--- config.mk ---
export PLATFORM = sky130hd
export DESIGN_NAME = adcseq_top
export DESIGN_NICKNAME = d
export VERILOG_FILES = /design/src/hdl/adcseq_pkg.sv /design/src/hdl/adcseq_stream_if.sv /design/src/hdl/adcseq_buf2.sv /design/src/hdl/adcseq_shifter.sv /design/src/hdl/adcseq_top.sv
export VERILOG_INCLUDE_DIRS = /design/src /design/src/hdl
export SDC_FILE = /design/constraint.sdc
export NUM_CORES = 1
export LEC_CHECK = 0
export BUFFER_PORTS_ARGS = -buffer_cell sky130_fd_sc_hd__buf_4
export CORE_MARGIN = 3
export CORE_UTILIZATION = 55
export CTS_CLUSTER_SIZE = 12
export DETAILED_ROUTE_END_ITERATION = 8
export GPL_ROUTABILITY_DRIVEN = 0
export MAX_ROUTING_LAYER = met4
export PLACE_DENSITY = 0.77
export SYNTH_ARGS = -nofsm -noshare
export SYNTH_HDL_FRONTEND = slang
export SYNTH_SLANG_ARGS = --single-unit
export TNS_END_PERCENT = 100
--- constraint.sdc ---
create_clock -name SYS_CLK_I -period 3.95 [get_ports SYS_CLK_I]
set_input_delay 0.79 -clock SYS_CLK_I [delete_from_list [all_inputs] [get_ports SYS_CLK_I]]
set_output_delay 0.79 -clock SYS_CLK_I [all_outputs]
set_load 0.01 [all_outputs]
--- src/hdl/adcseq_defs.svh ---
// adcseq_defs.svh: named constants of the conversion sequencer
`ifndef ADCSEQ_DEFS_SVH
`define ADCSEQ_DEFS_SVH

// ****************************************************************
// clock and word geometry
// ****************************************************************
`define ADCSEQ_SYS_CLK_MHZ    100
`define ADCSEQ_RESULT_BITS    14
`define ADCSEQ_FRAME_BITS     16
`define ADCSEQ_CONV_CYCLES    16
`define ADCSEQ_EDGE_W         5
`define ADCSEQ_DIV_W          4
`define ADCSEQ_HOLD_W         12

// ****************************************************************
// timing, each figure in its own unit and its derived cycle count
// ****************************************************************
`define ADCSEQ_CONV_TYP_NS    1800
`define ADCSEQ_CONV_MAX_NS    2500
`define ADCSEQ_ACQ_MAX_NS     500
`define ADCSEQ_EXT_MIN_KHZ    50
// half period of the internal oscillator, rounded down so 16 cycles stay inside the typ time
`define ADCSEQ_INT_HALF_CYC   ((`ADCSEQ_CONV_TYP_NS * `ADCSEQ_SYS_CLK_MHZ) / (2000 * `ADCSEQ_CONV_CYCLES))
// a level held longer than one period of the slowest external clock means "held high"
`define ADCSEQ_EXT_HOLD_CYC   ((`ADCSEQ_SYS_CLK_MHZ * 1000) / `ADCSEQ_EXT_MIN_KHZ)
`define ADCSEQ_BUF_DEPTH      2

// ****************************************************************
// reset values
// ****************************************************************
`define ADCSEQ_BUSY_N_RST     1'b1
`define ADCSEQ_MIRROR_RST     1'b0
// gate and shutdown synchronisers start at the pins' idle level
`define ADCSEQ_PIN_N_RST      1'b1

`endif

--- src/hdl/adcseq_pkg.sv ---
// adcseq_pkg: types and shared functions of the conversion sequencer
`include "adcseq_defs.svh"

package adcseq_pkg;

  // ****************************************************************
  // types
  // ****************************************************************
  typedef logic [`ADCSEQ_RESULT_BITS-1:0] adcseq_word_t;
  typedef logic [`ADCSEQ_EDGE_W-1:0]      adcseq_edge_t;

  typedef enum logic [3:0] {
    SQ_IDLE = 4'h1,
    SQ_CONV = 4'h2,
    SQ_PUSH = 4'h4,
    SQ_LOAD = 4'h8
  } adcseq_phase_t;

  // ****************************************************************
  // functions
  // ****************************************************************
  // falling edge between the synchronised level and its previous sample
  function automatic logic adcseq_fall(input logic cur, input logic prev);
    return prev & ~cur;
  endfunction : adcseq_fall

  function automatic logic adcseq_rise(input logic cur, input logic prev);
    return cur & ~prev;
  endfunction : adcseq_rise

  // one successive approximation step at conversion clock edge k
  function automatic adcseq_word_t adcseq_sar_step(input adcseq_word_t t,
                                                   input adcseq_edge_t k,
                                                   input logic         keep);
    adcseq_word_t o;
    adcseq_edge_t pos;
    o   = t;
    pos = adcseq_edge_t'(`ADCSEQ_RESULT_BITS + 1) - k;
    if (k == adcseq_edge_t'(1)) begin
      o = '0;
      o[`ADCSEQ_RESULT_BITS-1] = 1'b1;
    end else if (k <= adcseq_edge_t'(`ADCSEQ_RESULT_BITS + 1)) begin
      for (int i = 0; i < `ADCSEQ_RESULT_BITS; i++) begin
        if (adcseq_edge_t'(i) == pos) o[i] = keep;
        if (adcseq_edge_t'(i + 1) == pos) o[i] = 1'b1;
      end
    end
    return o;
  endfunction : adcseq_sar_step

  // offset binary stays plain in unipolar mode, msb flips for two's complement
  function automatic adcseq_word_t adcseq_format(input adcseq_word_t w, input logic bip);
    adcseq_word_t o;
    o = w;
    if (bip) o[`ADCSEQ_RESULT_BITS-1] = ~w[`ADCSEQ_RESULT_BITS-1];
    return o;
  endfunction : adcseq_format

endpackage : adcseq_pkg

--- src/hdl/adcseq_stream_if.sv ---
// adcseq_stream_if: valid/ready word channel between sequencer parts
`timescale 1ns/1ps
`default_nettype none

interface adcseq_stream_if #(parameter int W = 14);
  logic         valid;
  logic         ready;
  logic [W-1:0] data;

  modport src (output valid, output data, input ready);
  modport snk (input valid, input data, output ready);
endinterface : adcseq_stream_if

`default_nettype wire

--- src/hdl/adcseq_buf2.sv ---
// adcseq_buf2: small result buffer with valid/ready on both sides
`timescale 1ns/1ps
`default_nettype none

module adcseq_buf2 #(
  parameter int W     = 14,
  parameter int DEPTH = 2
) (
  // clock and reset
  input wire logic      clk_i,
  input wire logic      rst_n_i,
  // filling and draining sides
  adcseq_stream_if.snk  in_s,
  adcseq_stream_if.src  out_s
);
  localparam int AW = (DEPTH > 1) ? $clog2(DEPTH) : 1;

  typedef struct packed {
    logic [DEPTH-1:0][W-1:0] mem;
    logic [AW-1:0]           wp;
    logic [AW-1:0]           rp;
    logic [AW:0]             cnt;
  } adcseq_buf_st_t;

  adcseq_buf_st_t r;
  adcseq_buf_st_t n;
  logic           do_in;
  logic           do_out;

  // full and empty come from the count register only
  assign in_s.ready  = (r.cnt != (AW+1)'(DEPTH));
  assign out_s.valid = (r.cnt != '0);
  assign out_s.data  = r.mem[r.rp];

  // pointer walk and occupancy
  always_comb begin
    n      = r;
    do_in  = in_s.valid & in_s.ready;
    do_out = out_s.valid & out_s.ready;
    if (do_in) begin
      n.mem[r.wp] = in_s.data;
      n.wp = (r.wp == AW'(DEPTH - 1)) ? '0 : r.wp + AW'(1);
    end
    if (do_out) n.rp = (r.rp == AW'(DEPTH - 1)) ? '0 : r.rp + AW'(1);
    if (do_in && !do_out) n.cnt = r.cnt + (AW+1)'(1);
    if (!do_in && do_out) n.cnt = r.cnt - (AW+1)'(1);
  end

  always_ff @(posedge clk_i or negedge rst_n_i) begin
    if (!rst_n_i) r <= '0;
    else r <= n;
  end
endmodule : adcseq_buf2

`default_nettype wire

--- src/hdl/adcseq_shifter.sv ---
// adcseq_shifter: serial output shift register with zero fill
`timescale 1ns/1ps
`default_nettype none

module adcseq_shifter #(
  parameter int RB = 14,
  parameter int FB = 16
) (
  // clock and reset
  input  wire logic     clk_i,
  input  wire logic     rst_n_i,
  // shift control from the sequencer
  input  wire logic     shift_i,
  input  wire logic     gate_n_i,
  // new results
  adcseq_stream_if.snk  load_s,
  // serial data, straight from the register msb
  output logic          dout_o
);
  localparam int CW = $clog2(FB + 1);

  typedef struct packed {
    logic [FB-1:0] sreg;
    logic [CW-1:0] cnt;
  } adcseq_sh_st_t;

  adcseq_sh_st_t r;
  adcseq_sh_st_t n;

  // a word is taken between frames or while the gate is high, so a frame is never torn while the gate is low
  assign load_s.ready = gate_n_i | (r.cnt == '0) | (r.cnt >= CW'(FB));
  assign dout_o       = r.sreg[FB-1];

  // load wins over a shift in the same cycle
  always_comb begin
    n = r;
    if (load_s.valid && load_s.ready) begin
      n.sreg = {load_s.data, {(FB-RB){1'b0}}};
      n.cnt  = '0;
    end else if (shift_i) begin
      n.sreg = {r.sreg[FB-2:0], 1'b0};
      if (r.cnt != CW'(FB)) n.cnt = r.cnt + CW'(1);
    end
  end

  always_ff @(posedge clk_i or negedge rst_n_i) begin
    if (!rst_n_i) r <= '0;
    else r <= n;
  end
endmodule : adcseq_shifter

`default_nettype wire

--- src/hdl/adcseq_top.sv ---
// adcseq_top: conversion sequencer, clock selection, serial port and power control
// Functional notes
// - falling start edge begins a conversion
// - start edges ignored while converting
// - busy low for whole conversion
// - load shift register, then raise busy
// - read gate low enables output, else tri-state
// - unipolar mode gives plain unsigned binary
// - bipolar mode gives two's complement
// - input held high selects internal oscillator
// - sixteen conversion clock cycles per conversion
// - end of conversion gates external clock
// - mirror clock while gate low, else low
// - internal conversion typically 1.8us, max 2.5us
// - acquisition at most 0.5us between conversions
// - shutdown input low powers down
// - gate low light mode, high deep mode
// - light mode keeps logic and reference powered
// - fourteen bits msb first on shift falls
// - zeros follow the fourteen data bits
// - shift edges ignored while gate high
`timescale 1ns/1ps
`default_nettype none
`include "adcseq_defs.svh"

module adcseq_top
  import adcseq_pkg::*;
(
  // clock and reset
  input  wire logic                           SYS_CLK_I,
  input  wire logic                           NRST_I,
  // conversion control
  input  wire logic                           CONV_START_N_I,
  output logic                                BUSY_N_O,
  // conversion clock
  input  wire logic                           CONV_CLOCK_INPUT_I,
  output logic                                CONV_CLOCK_MIRROR_O,
  // serial port
  input  wire logic                           SCLK_I,
  input  wire logic                           RD_N_I,
  output logic                                DOUT_O,
  output logic                                DOUT_OE_O,
  // supply mode and power
  input  wire logic                           BIPOLAR_I,
  input  wire logic                           POWER_DOWN_N_I,
  output logic                                LIGHT_DOWN_O,
  output logic                                DEEP_DOWN_O,
  // analog side of the approximation logic
  input  wire logic                           COMP_I,
  output logic [`ADCSEQ_RESULT_BITS-1:0]      TRIAL_O,
  output logic                                HOLD_O
);

  // ****************************************************************
  // state
  // ****************************************************************
  typedef struct packed {
    // pin synchronisers: s1 feeds only s2, s3 is the previous s2
    logic                       start_s1;
    logic                       start_s2;
    logic                       start_s3;
    logic                       ext_s1;
    logic                       ext_s2;
    logic                       ext_s3;
    logic                       sclk_s1;
    logic                       sclk_s2;
    logic                       sclk_s3;
    logic                       rd_s1;
    logic                       rd_s2;
    logic                       dn_s1;
    logic                       dn_s2;
    logic                       bip_s1;
    logic                       bip_s2;
    logic                       comp_s1;
    logic                       comp_s2;
    // sequencer
    adcseq_phase_t              phase;
    logic                       use_ext;
    logic                       bip_l;
    logic [`ADCSEQ_DIV_W-1:0]   div_cnt;
    logic                       int_lvl;
    adcseq_edge_t               edge_cnt;
    adcseq_word_t               trial;
    logic [`ADCSEQ_HOLD_W-1:0]  hold_cnt;
    adcseq_word_t               push_data;
    logic                       push_valid;
    // registered outputs
    logic                       busy_n;
    logic                       mirror;
    logic                       dout_oe;
    logic                       light;
    logic                       deep;
    logic                       hold;
  } adcseq_top_st_t;

  adcseq_top_st_t r;
  adcseq_top_st_t n;

  // decoded events, taken from synchronised flops, the hold count and the internal divider
  logic start_fall;
  logic ext_rise;
  logic ext_fall;
  logic ext_held;
  logic int_rise;
  logic int_fall;
  logic clk_rise;
  logic clk_fall;
  logic clk_lvl;
  logic shift_pulse;

  // ****************************************************************
  // result path: sequencer -> two-entry buffer -> shift register
  // ****************************************************************
  adcseq_stream_if #(.W(`ADCSEQ_RESULT_BITS)) push_if ();
  adcseq_stream_if #(.W(`ADCSEQ_RESULT_BITS)) pop_if ();

  assign push_if.valid = r.push_valid;
  assign push_if.data  = r.push_data;

  // the buffer lets a finished word wait while a frame is still being shifted
  adcseq_buf2 #(
    .W     (`ADCSEQ_RESULT_BITS),
    .DEPTH (`ADCSEQ_BUF_DEPTH)
  ) u_buf (
    .clk_i   (SYS_CLK_I),
    .rst_n_i (NRST_I),
    .in_s    (push_if),
    .out_s   (pop_if)
  );

  adcseq_shifter #(
    .RB (`ADCSEQ_RESULT_BITS),
    .FB (`ADCSEQ_FRAME_BITS)
  ) u_shift (
    .clk_i    (SYS_CLK_I),
    .rst_n_i  (NRST_I),
    .shift_i  (shift_pulse),
    .gate_n_i (r.rd_s2),
    .load_s   (pop_if),
    .dout_o   (DOUT_O)
  );

  // ****************************************************************
  // edge detection on synchronised pins
  // ****************************************************************
  always_comb begin
    start_fall  = adcseq_fall(r.start_s2, r.start_s3);
    ext_rise    = adcseq_rise(r.ext_s2, r.ext_s3);
    ext_fall    = adcseq_fall(r.ext_s2, r.ext_s3);
    ext_held    = (r.hold_cnt == `ADCSEQ_HOLD_W'(`ADCSEQ_EXT_HOLD_CYC));
    // shift edges only count while the read gate is low
    shift_pulse = adcseq_fall(r.sclk_s2, r.sclk_s3) & ~r.rd_s2;
  end

  // ****************************************************************
  // next state
  // ****************************************************************
  always_comb begin
    n        = r;
    int_rise = 1'b0;
    int_fall = 1'b0;

    // two flops on every pin before any logic looks at it
    n.start_s1 = CONV_START_N_I;
    n.start_s2 = r.start_s1;
    n.start_s3 = r.start_s2;
    n.ext_s1   = CONV_CLOCK_INPUT_I;
    n.ext_s2   = r.ext_s1;
    n.ext_s3   = r.ext_s2;
    n.sclk_s1  = SCLK_I;
    n.sclk_s2  = r.sclk_s1;
    n.sclk_s3  = r.sclk_s2;
    n.rd_s1    = RD_N_I;
    n.rd_s2    = r.rd_s1;
    n.dn_s1    = POWER_DOWN_N_I;
    n.dn_s2    = r.dn_s1;
    n.bip_s1   = BIPOLAR_I;
    n.bip_s2   = r.bip_s1;
    n.comp_s1  = COMP_I;
    n.comp_s2  = r.comp_s1;

    // a running external clock keeps restarting this count; saturation means held high
    if (r.ext_s2 && r.ext_s3) begin
      if (!ext_held) n.hold_cnt = r.hold_cnt + `ADCSEQ_HOLD_W'(1);
    end else begin
      n.hold_cnt = '0;
    end

    // internal oscillator: a divider that runs only inside a conversion
    if (r.phase == SQ_CONV && !r.use_ext) begin
      if (r.div_cnt == `ADCSEQ_DIV_W'(`ADCSEQ_INT_HALF_CYC - 1)) begin
        n.div_cnt = '0;
        n.int_lvl = ~r.int_lvl;
        int_rise  = ~r.int_lvl;
        int_fall  = r.int_lvl;
      end else begin
        n.div_cnt = r.div_cnt + `ADCSEQ_DIV_W'(1);
      end
    end

    // selected conversion clock, fixed for the whole conversion
    clk_rise = r.use_ext ? ext_rise : int_rise;
    clk_fall = r.use_ext ? ext_fall : int_fall;
    clk_lvl  = r.use_ext ? r.ext_s2 : n.int_lvl;

    // sequencer
    case (r.phase)
      SQ_IDLE: begin
        // shutdown blocks new conversions; acquisition needs no extra wait here
        if (start_fall && r.dn_s2) begin
          n.phase    = SQ_CONV;
          n.busy_n   = 1'b0;
          n.use_ext  = ~ext_held;
          n.bip_l    = r.bip_s2;
          n.div_cnt  = '0;
          n.int_lvl  = 1'b0;
          n.edge_cnt = '0;
          n.trial    = '0;
          n.hold     = 1'b1;
        end
      end
      SQ_CONV: begin
        // further start edges fall through here unused
        if (clk_rise && r.edge_cnt != adcseq_edge_t'(`ADCSEQ_CONV_CYCLES)) begin
          n.edge_cnt = r.edge_cnt + adcseq_edge_t'(1);
          n.trial    = adcseq_sar_step(r.trial, n.edge_cnt, r.comp_s2);
        end
        // end of conversion after the last cycle; later clock edges are ignored
        if (clk_fall && r.edge_cnt == adcseq_edge_t'(`ADCSEQ_CONV_CYCLES)) begin
          n.phase      = SQ_PUSH;
          n.push_valid = 1'b1;
          n.push_data  = adcseq_format(r.trial, r.bip_l);
          n.hold       = 1'b0;
        end
      end
      SQ_PUSH: begin
        // a full buffer stalls the sequencer here with busy still low
        if (push_if.ready) begin
          n.push_valid = 1'b0;
          n.phase      = SQ_LOAD;
        end
      end
      SQ_LOAD: begin
        // busy rises only once the word sits in the shift register
        if (!pop_if.valid) begin
          n.busy_n = 1'b1;
          n.phase  = SQ_IDLE;
        end
      end
      default: begin
        n.phase  = SQ_IDLE;
        n.busy_n = `ADCSEQ_BUSY_N_RST;
      end
    endcase

    // mirror shows the gated clock only inside a conversion with the gate low
    n.mirror = (n.phase == SQ_CONV) & ~r.rd_s2 & clk_lvl
               & (n.edge_cnt != '0);

    // output buffer follows the read gate
    n.dout_oe = ~r.rd_s2;

    // power modes: the gate picks which one while shut down
    n.light = ~r.dn_s2 & ~r.rd_s2;
    n.deep  = ~r.dn_s2 & r.rd_s2;
  end

  // ****************************************************************
  // state register
  // ****************************************************************
  always_ff @(posedge SYS_CLK_I or negedge NRST_I) begin
    if (!NRST_I) begin
      r        <= '0;
      r.phase  <= SQ_IDLE;
      r.busy_n <= `ADCSEQ_BUSY_N_RST;
      r.mirror <= `ADCSEQ_MIRROR_RST;
      // a zero here would enable the output and show light mode right after reset
      r.rd_s1  <= `ADCSEQ_PIN_N_RST;
      r.rd_s2  <= `ADCSEQ_PIN_N_RST;
      r.dn_s1  <= `ADCSEQ_PIN_N_RST;
      r.dn_s2  <= `ADCSEQ_PIN_N_RST;
    end else begin
      r <= n;
    end
  end

  // ****************************************************************
  // outputs, each straight from a flop
  // ****************************************************************
  assign BUSY_N_O            = r.busy_n;
  assign CONV_CLOCK_MIRROR_O = r.mirror;
  assign DOUT_OE_O           = r.dout_oe;
  assign LIGHT_DOWN_O        = r.light;
  assign DEEP_DOWN_O         = r.deep;
  assign TRIAL_O             = r.trial;
  assign HOLD_O              = r.hold;

endmodule : adcseq_top

`default_nettype wire

==> impl_metrics.py, run 1 <==
metrics = {
    "worst_setup_path": {
        "r2r-end": "TRIAL_O[10]$_DFFE_PN0P_",
        "crit_fanout": 15,
        "ff2ff_path_depth": 7,
        "required_ns": 4.23,
        "reg2reg_slack_ns": 0.64,
        "path_class": "register to register",
        "worstPathArrival_ns": 3.59,
        "reg2reg_from": "r[48]$_DFF_PN0_",
        "cp-start-kind": "register",
        "endpoint_kind": "register",
    },
    "power": {
        "power_density_mw_per_mm2": 468,
        "switching_power_uw": 685,
        "p_int_mw": 2.68,
        "clockPowerShare_pct": 53.3,
        "comb_power_share_pct": 4.3,
        "max-vdd-ir-drop_v": 0.000256,
        "p_leak_nw": 3.30,
        "switching_share_pct": 20.4,
        "power_mw": 3.36,
        "seq_power_share_pct": 42.4,
    },
    "yosys": {
        "synth.cell_area_sq_mm": 0.00630,
        "synth_nets": 600,
        "ys_types": 63,
        "ys_seq_elements": 131,
        "yosysWarnings": 0,
        "synth_edf_count": 0,
        "avgSynthCellArea_sq_um": 10.9,
        "yosysSeqAreaShare_pct": 52.2,
        "syn_inst": 577,
        "ys.flop_type": "dfrtp_1",
        "async_reset_ff_share_pct": 100,
    },
    "sta": {
        "hold_violations": 0,
        "post-route-period-util_pct": 83.7,
        "tns_ns": 0,
        "finalSetupViolCount": 0,
        "skew_ns": 0.00986,
        "hold-worst-slack_ns": 0.345,
        "clock.fmax_mhz": 302,
        "maxSlewViolCount": 0,
        "slew_headroom_pct": 26.2,
        "tightest_slew_ns": 1.11,
        "rsz0062_at_grt": "no",
        "min_period_ns": 3.31,
    },
    "place": {
        "placed_cells": 707,
        "port_buffers": 29,
        "place_hpwl_um": 8000,
    },
    "drt": {
        "first_iter_violations": 354,
        "drt-total-wl_um": 12700,
        "drtAntennaViolNets": 0,
        "wl_per_cell_um": 17.2,
        "vias_per_cell": 5.92,
        "drt-pass1-iter-count": 5,
        "num_vias": 4372,
        "drc": 0,
    },
    "floorplan": {
        "die_h_um": 113,
        "coreArea_sq_mm": 0.0110,
        "die_area_sq_mm": 0.0128,
        "floorplan.initialDensity_pct": 57.1,
        "core.rowCount": 38,
        "ioPinCount": 30,
        "die_w_um": 113,
    },
    "clock_network": {
        "path_clk_slew_ns": 0.06,
        "max-clock-path-buffers": 2,
        "cts_root_buf": "clkbuf_16",
        "cts_made_buffers": 17,
        "clock_latency_ns": 0.41,
        "ctsHtreeMaxLevel": 4,
        "cts_setup_buffers": 0,
        "cts_resized": 0,
        "cts_tree": "built",
        "cts_hold_buf": 0,
        "clock_sinks": 131,
    },
    "cells_and_area": {
        "antenna_cells": 0,
        "stdcell_count": 739,
        "fin_nets": 609,
        "final_layout_size_suffix_gt1_share_pct": 21.2,
        "area_delta_synth_final_pct": 14.1,
        "nFillCells": 785,
    },
    "min_path": {
        "worstHoldStart": "n[65]$_DFF_PN0_",
        "holdPathEnd": "r[65]$_DFF_PN0_",
        "min_delay_path_depth": 0,
        "hold_class": "register to register",
    },
    "global_route": {
        "grt_usage_pct": 22.0,
        "grt_max_degree": 87,
        "antenna_found_initial": 0,
        "grt_overflow": 0,
        "grt_pass1_vias": 4502,
        "grt_pass1_wl_um": 21900,
    },
    "status": {
        "outcome": "finished clean",
    },
    "flow_run": {
        "cap_violations": 0,
    },
}
==> routing by layer <==
metal	track usage (%)	up-vias	wire length [um]
met5	-	-	0
met4	7.53	0	248
met3	4.65	22	414
met2	37.5	95	6730
met1	26.0	2202	5300
li1	-	2053	-
==> cell families (layout without fill, tap and decap cells) <==
group,after synthesis,count (layout),share of synthesized area [%]
adders and majority gates,14,14,2.78
buffers and inverters,66,88,5.09
and+or+nand+nor,143,143,11.8
xor gates and xnor gates,22,22,3.18
AOI/OAI and AO/OA,139,139,14.2
muxes,62,62,10.8
DFF,131,131,52.2
==> worst max-delay path: stages (launching register included) <==
cell     delay (ns)
dfrtp_1        0.53
ha_1           0.43
nand3_1        0.18
xor2_2         0.28
a31oi_1        0.87
o21ai_0        0.31
o21ai_1        0.23
mux2_1         0.34
==> cell usage in the layout (no fill, tap or decap), types with 3 or more instances in the layout <==
cell,count
dfrtp_1,125
mux2_2,45
nor2_1,42
a21oi_1,40
o21ai_0,36
buf_4,34
nand2_1,29
inv_1,20
clkbuf_16,17
nand3_1,16
mux2i_1,16
a211oi_1,15
ha_1,14
xor2_1,13
nor2b_1,13
xnor2_1,8
nand2b_1,8
dfstp_2,6
a31oi_1,6
o21a_1,6
bufinv_16,6
and3_1,5
or3_1,5
a21boi_0,4
o31ai_1,4
nor4b_1,4
nand4_1,3
nand3b_1,3
and2_1,3
o22ai_1,3
o211ai_1,3
clkbuf_1,3
clkbuf_8,3
==> layout make-up <==
| type | instances | area [sq um] | area share, % |
|---|---|---|---|
| Multi-Input combinational cell | 380 | 2700 | 37.5 |
| Clock inverter | 9 | 199 | 2.77 |
| Timing Repair Buffer | 35 | 275 | 3.83 |
| Inverter | 21 | 78.8 | 1.10 |
| Clock buffer | 23 | 478 | 6.65 |
| Tap cell | 140 | 175 | 2.44 |
| Sequential cell | 131 | 3290 | 45.7 |
==> sequential cells by signal, indices dropped and copies added, names as in the netlist, 10 cells and up <==
name / cells
r: 35
u_buf.r: 32
u_shift.r: 18
TRIAL_O: 14
push_if.data: 14
n: 10
==> cells in the mapped netlist, drive strengths merged (2+ instances only) <==
master	n	area share, %
xor2	14	2.1
a21oi	41	3.3
buf	22	2.5
o211ai	3	0.36
dfrtp	125	50
nand3	16	1.3
mux2i	16	2.5
o21a	6	0.72
clkbuf	23	1.4
o21ai	39	3.2
o2bb2ai	2	0.28
inv	20	1.2
and2	3	0.30
nor2b	13	1.3
xnor2	8	1.1
nand4	3	0.30
nand2	29	1.7
a211oi	15	1.8
nor4bb	2	0.32
or3	5	0.50
a31oi	7	0.93
o22a	2	0.28
nand4b	2	0.28
and3	5	0.50
nor4b	4	0.56
a21boi	5	0.60
nor2	42	2.5
dfstp	6	2.5
o22ai	3	0.30
nand3b	3	0.36
nor3b	2	0.24
o31ai	5	0.68
mux2	46	8.2
o32a	2	0.32
ha	14	2.8
nand2b	8	0.79
==> through the flow <==
| stage | util [%] | worst slack (ns) | cell area, sq um |
|---|---|---|---|
| global route | 65.2 | 0.301 | 7190 |
| global placement | 59.0 | 0.968 | 6510 |
| CTS | 65.2 | 0.746 | 7190 |
| detailed placement | 59.0 | 0.811 | 6510 |
| floorplan | - | 1.50 | 6300 |
| finish | 65.2 | 0.643 | 7190 |
==> worst max path at each step <==
stage / startpoint / to / slack [ns] / depth (start not counted)
after CTS: r[48]$_DFF_PN0_ / TRIAL_O[10]$_DFFE_PN0P_ / 0.75 / 7
after global placement: r[48]$_DFF_PN0_ / TRIAL_O[10]$_DFFE_PN0P_ / 0.97 / 7
after floorplan: r[47]$_DFF_PN0_ / TRIAL_O[12]$_DFFE_PN0P_ / 1.50 / 8
after detailed placement: r[48]$_DFF_PN0_ / TRIAL_O[10]$_DFFE_PN0P_ / 0.81 / 7
final: r[48]$_DFF_PN0_ / TRIAL_O[10]$_DFFE_PN0P_ / 0.64 / 7
after global routing: r[48]$_DFF_PN0_ / TRIAL_O[10]$_DFFE_PN0P_ / 0.30 / 7
==> power by group through the flow <==
| stage | clock, mW | combinational (mW) | sequential (mW) |
|---|---|---|---|
| 2_1_floorplan | 0 | 0.0882 | 1.44 |
| 3_3_place_gp | 0 | 0.138 | 1.44 |
| 3_5_place_dp | 0 | 0.145 | 1.45 |
| 4_1_cts | 1.81 | 0.148 | 1.42 |
| 5_1_grt | 1.87 | 0.169 | 1.43 |
| 6_report | 1.79 | 0.145 | 1.43 |
No activity file was read; power rests on OpenSTA's default activity.
==> run 2, diff against run 1 <==
--- a/config.mk
+++ b/config.mk
@@ -13,7 +13,7 @@
 export DETAILED_ROUTE_END_ITERATION = 8
 export GPL_ROUTABILITY_DRIVEN = 0
 export MAX_ROUTING_LAYER = met4
-export PLACE_DENSITY = 0.77
+export PLACE_DENSITY = 0.79
 export SYNTH_ARGS = -nofsm -noshare
 export SYNTH_HDL_FRONTEND = slang
 export SYNTH_SLANG_ARGS = --single-unit
==> constraint.sdc (replaced) <==
create_clock -name SYS_CLK_I -period 2.9 [get_ports SYS_CLK_I]
set_input_delay 0.58 -clock SYS_CLK_I [delete_from_list [all_inputs] [get_ports SYS_CLK_I]]
set_output_delay 0.58 -clock SYS_CLK_I [all_outputs]
set_load 0.01 [all_outputs]
==> run 2 against run 1 <==
Compared with the run above:
- wire length up 2.0%
- critical path type unchanged
- sequential cell count unchanged
- largest cell class unchanged
- largest power group unchanged
- die area stayed put
- highest routed layer unchanged
==> impl_metrics.py, run 2 (synthesis gave the netlist of run 1 again) <==
metrics = {
    "cells_and_area": {
        "nFillCells": 816,
        "final_layout_size_suffix_gt1_share_pct": 23.0,
        "largest_reg_flops": 35,
        "layout_common_cells": "dfrtp_1 (125), mux2_2 (45), buf_4 (44), nor2_1 (42), a21oi_1 (40)",
        "regMostFlops": "r",
        "stdcell_count": 749,
        "layout_commonest_cell": "dfrtp_1",
        "antenna_cells": 0,
        "area_delta_synth_final_pct": 14.1,
        "largestRegisters": "r: 35 flops, u_buf.r: 32 flops, u_shift.r: 18 flops",
        "fin_nets": 619,
    },
    "sta": {
        "maxSlewViolCount": 0,
        "post-route-period-util_pct": 90.6,
        "rsz0062_at_grt": "no",
        "tightest_slew_ns": 0.751,
        "min_period_ns": 2.63,
        "tns_ns": 0,
        "finalSetupViolCount": 0,
        "fin_ws_ns": 0.272,
        "clock.fmax_mhz": 381,
        "hold_violations": 0,
        "skew_ns": 0.00863,
        "slew_headroom_pct": 49.8,
    },
    "global_route": {
        "grt_pass1_wl_um": 22100,
        "grt_overflow": 0,
        "antenna_found_initial": 0,
        "grt-busiest-layer": "met2",
        "grt_pass1_vias": 4434,
        "grt_max_degree": 60,
        "gr-usage-met1_pct": 28.3,
        "grt_use_met3_pct": 5.13,
        "grt_usage_pct": 22.4,
        "met2_usage_pct": 36.3,
    },
    "drt": {
        "vias_per_cell": 5.89,
        "drc": 0,
        "first_iter_violations": 535,
        "num_vias": 4411,
        "drt-pass1-iter-count": 6,
        "wl_per_cell_um": 17.3,
        "drtAntennaViolNets": 0,
        "drt-total-wl_um": 13000,
    },
    "floorplan": {
        "die_w_um": 113,
        "floorplan.initialDensity_pct": 57.1,
        "die_h_um": 113,
        "die_area_sq_mm": 0.0128,
        "coreArea_sq_mm": 0.0110,
        "ioPinCount": 30,
        "core.rowCount": 38,
    },
    "place": {
        "port_buffers": 29,
        "placed_cells": 717,
        "dpl_worst_slack_ns": 0.317,
        "place_hpwl_um": 8330,
    },
    "worst_setup_path": {
        "path_class": "register to register",
        "path_buf_inv": 1,
        "endpoint_kind": "register",
        "cp_slowest_cell": "dfrtp_1",
        "worstPathArrival_ns": 2.94,
        "cpMostUsedCell": "ha_1",
        "critPathTopFamily": "compound AO/OA/AOI/OAI gates",
        "cp-start-kind": "register",
        "ff2ff_path_depth": 11,
        "cp.depth": 11,
        "crit_fanout": 14,
        "path_cells": "inv_1 -> ha_1 -> nand2_1 -> nor2_1 -> ha_1 -> nand2b_1 -> a211o_4 -> a31oi_4 -> o21ai_2 -> a21o_1 -> o31ai_1",
        "critPathMaxStageDelay_ns": 0.42,
        "required_ns": 3.21,
    },
    "clock_network": {
        "cts_made_buffers": 17,
        "clock_latency_ns": 0.41,
        "cts_resized": 0,
        "path_clk_slew_ns": 0.05,
        "cts_tree": "built",
        "cts_setup_buffers": 0,
        "clock_sinks": 131,
        "cts_root_buf": "clkbuf_16",
        "max-clock-path-buffers": 2,
        "ctsHtreeMaxLevel": 4,
        "cts_hold_buf": 0,
    },
    "status": {
        "outcome": "finished clean",
    },
    "power": {
        "power_mw": 4.30,
        "power_density_mw_per_mm2": 599,
        "max-vdd-ir-drop_v": 0.000333,
        "p_leak_nw": 3.31,
    },
    "flow_run": {
        "cap_violations": 0,
    },
    "min_path": {
        "hold_class": "input port to asynchronous set/reset pin",
    },
}
==> run 2: changes by cell type in the layout (fill, tap and decap cells not counted) <==
cell | before | now
clkbuf_1 | 3 | 0
buf_4 | 34 | 44
clkinv_2 | 2 | 6
bufinv_16 | 6 | 3
inv_6 | 0 | 1
clkinvlp_4 | 0 | 2
clkinv_4 | 1 | 2
clkbuf_8 | 3 | 1
==> run 2: metrics by stage <==
stage | utilization [%] | hold slack (ns) | area [sq um]
after floorplan | - | 0.284 | 6300
after global placement | 59.7 | 0.336 | 6590
after detailed placement | 59.7 | 0.335 | 6590
after CTS | 65.2 | 0.196 | 7190
after global routing | 65.2 | 0.214 | 7190
final | 65.2 | 0.175 | 7190
==> run 2: cell type report <==
| cell class | instances | area [sq um] | share of cell area, % |
|---|---|---|---|
| Multi-Input combinational cell | 380 | 2700 | 37.5 |
| Timing Repair Buffer | 45 | 350 | 4.87 |
| Sequential cell | 131 | 3290 | 45.7 |
| Tap cell | 140 | 175 | 2.44 |
| Clock buffer | 18 | 439 | 6.11 |
| Inverter | 21 | 78.8 | 1.10 |
| Clock inverter | 14 | 161 | 2.25 |
==> run 2: path summary, 6_finish.rpt <==
kind,startpoint,to,slack [ns]
max,r[53]$_DFF_PN0_,TRIAL_O[6]$_DFFE_PN0P_,0.27
min reg2reg,n[78]$_DFF_PN0_,n[77]$_DFF_PN0_,0.35
min,NRST_I,r[71]$_DFF_PN0_,0.17
min in group SYS_CLK_I,COMP_I,n[63]$_DFF_PN0_,0.27
max in group asynchronous,NRST_I,u_buf.r[17]$_DFFE_PN0P_,2.02
max reg2reg,r[53]$_DFF_PN0_,TRIAL_O[6]$_DFFE_PN0P_,0.27
==> run 2: metal layers <==
layer  vias to the layer above  wire length, um
li1                       2058                -
met1                      2220             5700
met2                       109             6550
met3                        24              489
met4                         0              214
met5                         -                0
==> run 2: power breakdown <==
group / switching, mW / internal (mW)
clock network: 0.788 / 1.37
logic: 0.120 / 0.0820
registers: 0.0577 / 1.89
total: 0.965 / 3.34
==> run 3, diff against run 2 <==
--- a/config.mk
+++ b/config.mk
@@ -6,14 +6,14 @@
 export SDC_FILE = /design/constraint.sdc
 export NUM_CORES = 1
 export LEC_CHECK = 0
-export BUFFER_PORTS_ARGS = -buffer_cell sky130_fd_sc_hd__buf_4
 export CORE_MARGIN = 3
 export CORE_UTILIZATION = 55
 export CTS_CLUSTER_SIZE = 12
 export DETAILED_ROUTE_END_ITERATION = 8
+export DONT_BUFFER_PORTS = 1
 export GPL_ROUTABILITY_DRIVEN = 0
 export MAX_ROUTING_LAYER = met4
-export PLACE_DENSITY = 0.79
+export PLACE_DENSITY = 0.77
 export SYNTH_ARGS = -nofsm -noshare
 export SYNTH_HDL_FRONTEND = slang
 export SYNTH_SLANG_ARGS = --single-unit
==> run 3 against run 2 <==
Compared with the run above:
- the run now ends with negative hold slack left
- maximum frequency decreased by 1.5%
- register-to-register slack got worse by 0.04 ns
- first-iteration DRC count shrank 24%
- power fell by 3.7%
- clock power fell by 5%
- sequential cell count is the same
- setup slack got worse by 0.041 ns
- cell area is 4.2% lower
- combinational power down 30%
- die area is the same
- critical endpoint is now TRIAL_O[10]$_DFFE_PN0P_
- largest power group unchanged
==> impl_metrics.py, run 3 (synthesis gave the netlist of run 1 again) <==
metrics = {
    "status": {
        "outcome": "complete, but fails checks",
        "violations": "negative hold slack",
    },
    "clock_network": {
        "ctsHtreeMaxLevel": 4,
        "cts_made_buffers": 17,
        "max-clock-path-buffers": 2,
        "cts_tree": "built",
        "cts_resized": 0,
        "cts_root_buf": "clkbuf_16",
        "clock_latency_ns": 0.42,
        "clock_sinks": 131,
        "cts_setup_buffers": 0,
        "path_clk_slew_ns": 0.06,
    },
    "global_route": {
        "grt_pass1_vias": 3984,
        "grt_max_degree": 132,
        "antenna_found_initial": 0,
        "grt_pass1_wl_um": 19800,
        "grt_overflow": 0,
        "grt_usage_pct": 20.1,
    },
    "sta": {
        "skew_ns": 0.00843,
        "clock.fmax_mhz": 375,
        "finalSetupViolCount": 0,
        "rsz0062_at_grt": "no",
        "hold-worst-slack_ns": -0.142,
        "tightest_slew_ns": 0.818,
        "slew_headroom_pct": 45.5,
        "tns_ns": 0,
        "hold_violations": 125,
        "min_period_ns": 2.67,
        "post-route-period-util_pct": 92.0,
        "maxSlewViolCount": 0,
    },
    "drt": {
        "drt-total-wl_um": 11900,
        "first_iter_violations": 409,
        "drc": 0,
        "drtAntennaViolNets": 0,
        "top_layer_used": "met4",
        "route.met3.wl_um": 656,
        "route.met2.wl_um": 5720,
        "drt-pass1-iter-count": 7,
        "num_vias": 4202,
        "vias_per_cell": 5.89,
        "wl_per_cell_um": 16.6,
        "routedLengthMet1_um": 5290,
    },
    "power": {
        "p_leak_nw": 3.11,
        "seq_power_share_pct": 47.0,
        "switching_power_uw": 916,
        "max-vdd-ir-drop_v": 0.000468,
        "p_int_mw": 3.23,
        "clockPowerShare_pct": 49.7,
        "power_density_mw_per_mm2": 602,
        "comb_power_share_pct": 3.4,
        "switching_share_pct": 22.1,
    },
    "place": {
        "port_buffers": 0,
        "place_hpwl_um": 7920,
        "place_area_sq_mm": 0.00631,
    },
    "worst_setup_path": {
        "required_ns": 3.20,
        "path_class": "register to register",
        "cp-start-kind": "register",
        "crit_fanout": 12,
        "endpoint_kind": "register",
        "critPathMaxStageDelay_ns": 0.54,
        "path_cells": "ha_1 -> nand3_1 -> xor2_2 -> a31oi_1 -> o21ai_0 -> o21ai_1 -> mux2_1",
        "ff2ff_path_depth": 7,
        "cp-startpoint": "r[48]$_DFF_PN0_",
        "worstPathArrival_ns": 2.97,
        "cp_slowest_cell": "dfrtp_1",
        "reg2reg_from": "r[48]$_DFF_PN0_",
    },
    "cells_and_area": {
        "regMostFlops": "r",
        "final_area_sq_mm": 0.00689,
        "largestRegisters": "r: 35 flops, u_buf.r: 32 flops, u_shift.r: 18 flops",
        "antenna_cells": 0,
        "largest_reg_flops": 35,
        "final_layout_size_suffix_gt1_share_pct": 18.3,
        "area_delta_synth_final_pct": 9.38,
        "nFillCells": 837,
        "layout_commonest_cell": "dfrtp_1",
        "layout_common_cells": "dfrtp_1 (125), mux2_2 (45), nor2_1 (42), a21oi_1 (40), o21ai_0 (36)",
        "fin_nets": 584,
    },
    "min_path": {
        "hold_class": "input port to asynchronous set/reset pin",
    },
    "floorplan": {
        "core.rowCount": 38,
        "die_w_um": 113,
        "die_h_um": 113,
        "die_area_sq_mm": 0.0128,
        "coreArea_sq_mm": 0.0110,
        "floorplan.initialDensity_pct": 57.1,
        "ioPinCount": 30,
    },
    "flow_run": {
        "cap_violations": 0,
    },
}
[run 3: cell types whose count changed in the layout (fill, tap and decap cells not counted), sizes merged]
cell      change
clkinv        -1
bufinv        -1
buf          -35
clkinvlp      +2
[run 3: final timing paths]
kind                                           end  slack [ns]
setup / recovery           TRIAL_O[10]$_DFFE_PN0P_        0.23
hold / removal                     n[71]$_DFF_PN0_       -0.14
setup reg to reg           TRIAL_O[10]$_DFFE_PN0P_        0.23
hold reg to reg                    n[71]$_DFF_PN0_        0.34
max in group asynchronous          r[59]$_DFF_PN1_        2.75
min in group SYS_CLK_I             n[67]$_DFF_PN1_        0.16
[run 3: per-stage QoR]
stage	power [mW]	std cells	util, %	worst slack, ns
floorplan	2.08	577	-	0.448
global placement	2.11	682	57.2	0.417
detailed placement	2.12	682	57.2	0.256
CTS	4.19	714	62.5	0.263
global route	4.30	714	62.5	0.0511
finish	4.14	714	62.5	0.231
[run 3: power groups by stage]
stage               Combinational [mW]  Clock (mW)  Sequential (mW)
floorplan                        0.120           0             1.96
CTS                              0.142        2.10             1.95
global placement                 0.133           0             1.97
detailed placement               0.141           0             1.98
global route                     0.167        2.18             1.95
finish                           0.141        2.06             1.95
[run 3: final cells by class]
| cell class | instances | area (sq um) | share of cell area (%) |
|---|---|---|---|
| Inverter | 21 | 78.8 | 1.14 |
| Sequential cell | 131 | 3290 | 47.7 |
| Tap cell | 140 | 175 | 2.54 |
| Clock buffer | 18 | 439 | 6.37 |
| Clock inverter | 14 | 138 | 2.00 |
| Timing Repair Buffer | 10 | 75.1 | 1.09 |
| Multi-Input combinational cell | 380 | 2700 | 39.2 |
[run 3: routing by layer]
layer	GRT usage, %	vias to the layer above
met1	26.2	2062
met5	-	-
met4	6.49	0
met2	30.3	123
met3	6.42	22
li1	-	1995
[run 3: critical path, delay by kind of cell, from the launching register on]
family | cells | cell delay [ns]
AOI/OAI and AO/OA | 3 | 0.86
xor gates and xnor gates | 1 | 0.20
adders and majority gates | 1 | 0.43
DFF | 1 | 0.54
muxes | 1 | 0.34
and+or+nand+nor | 1 | 0.17
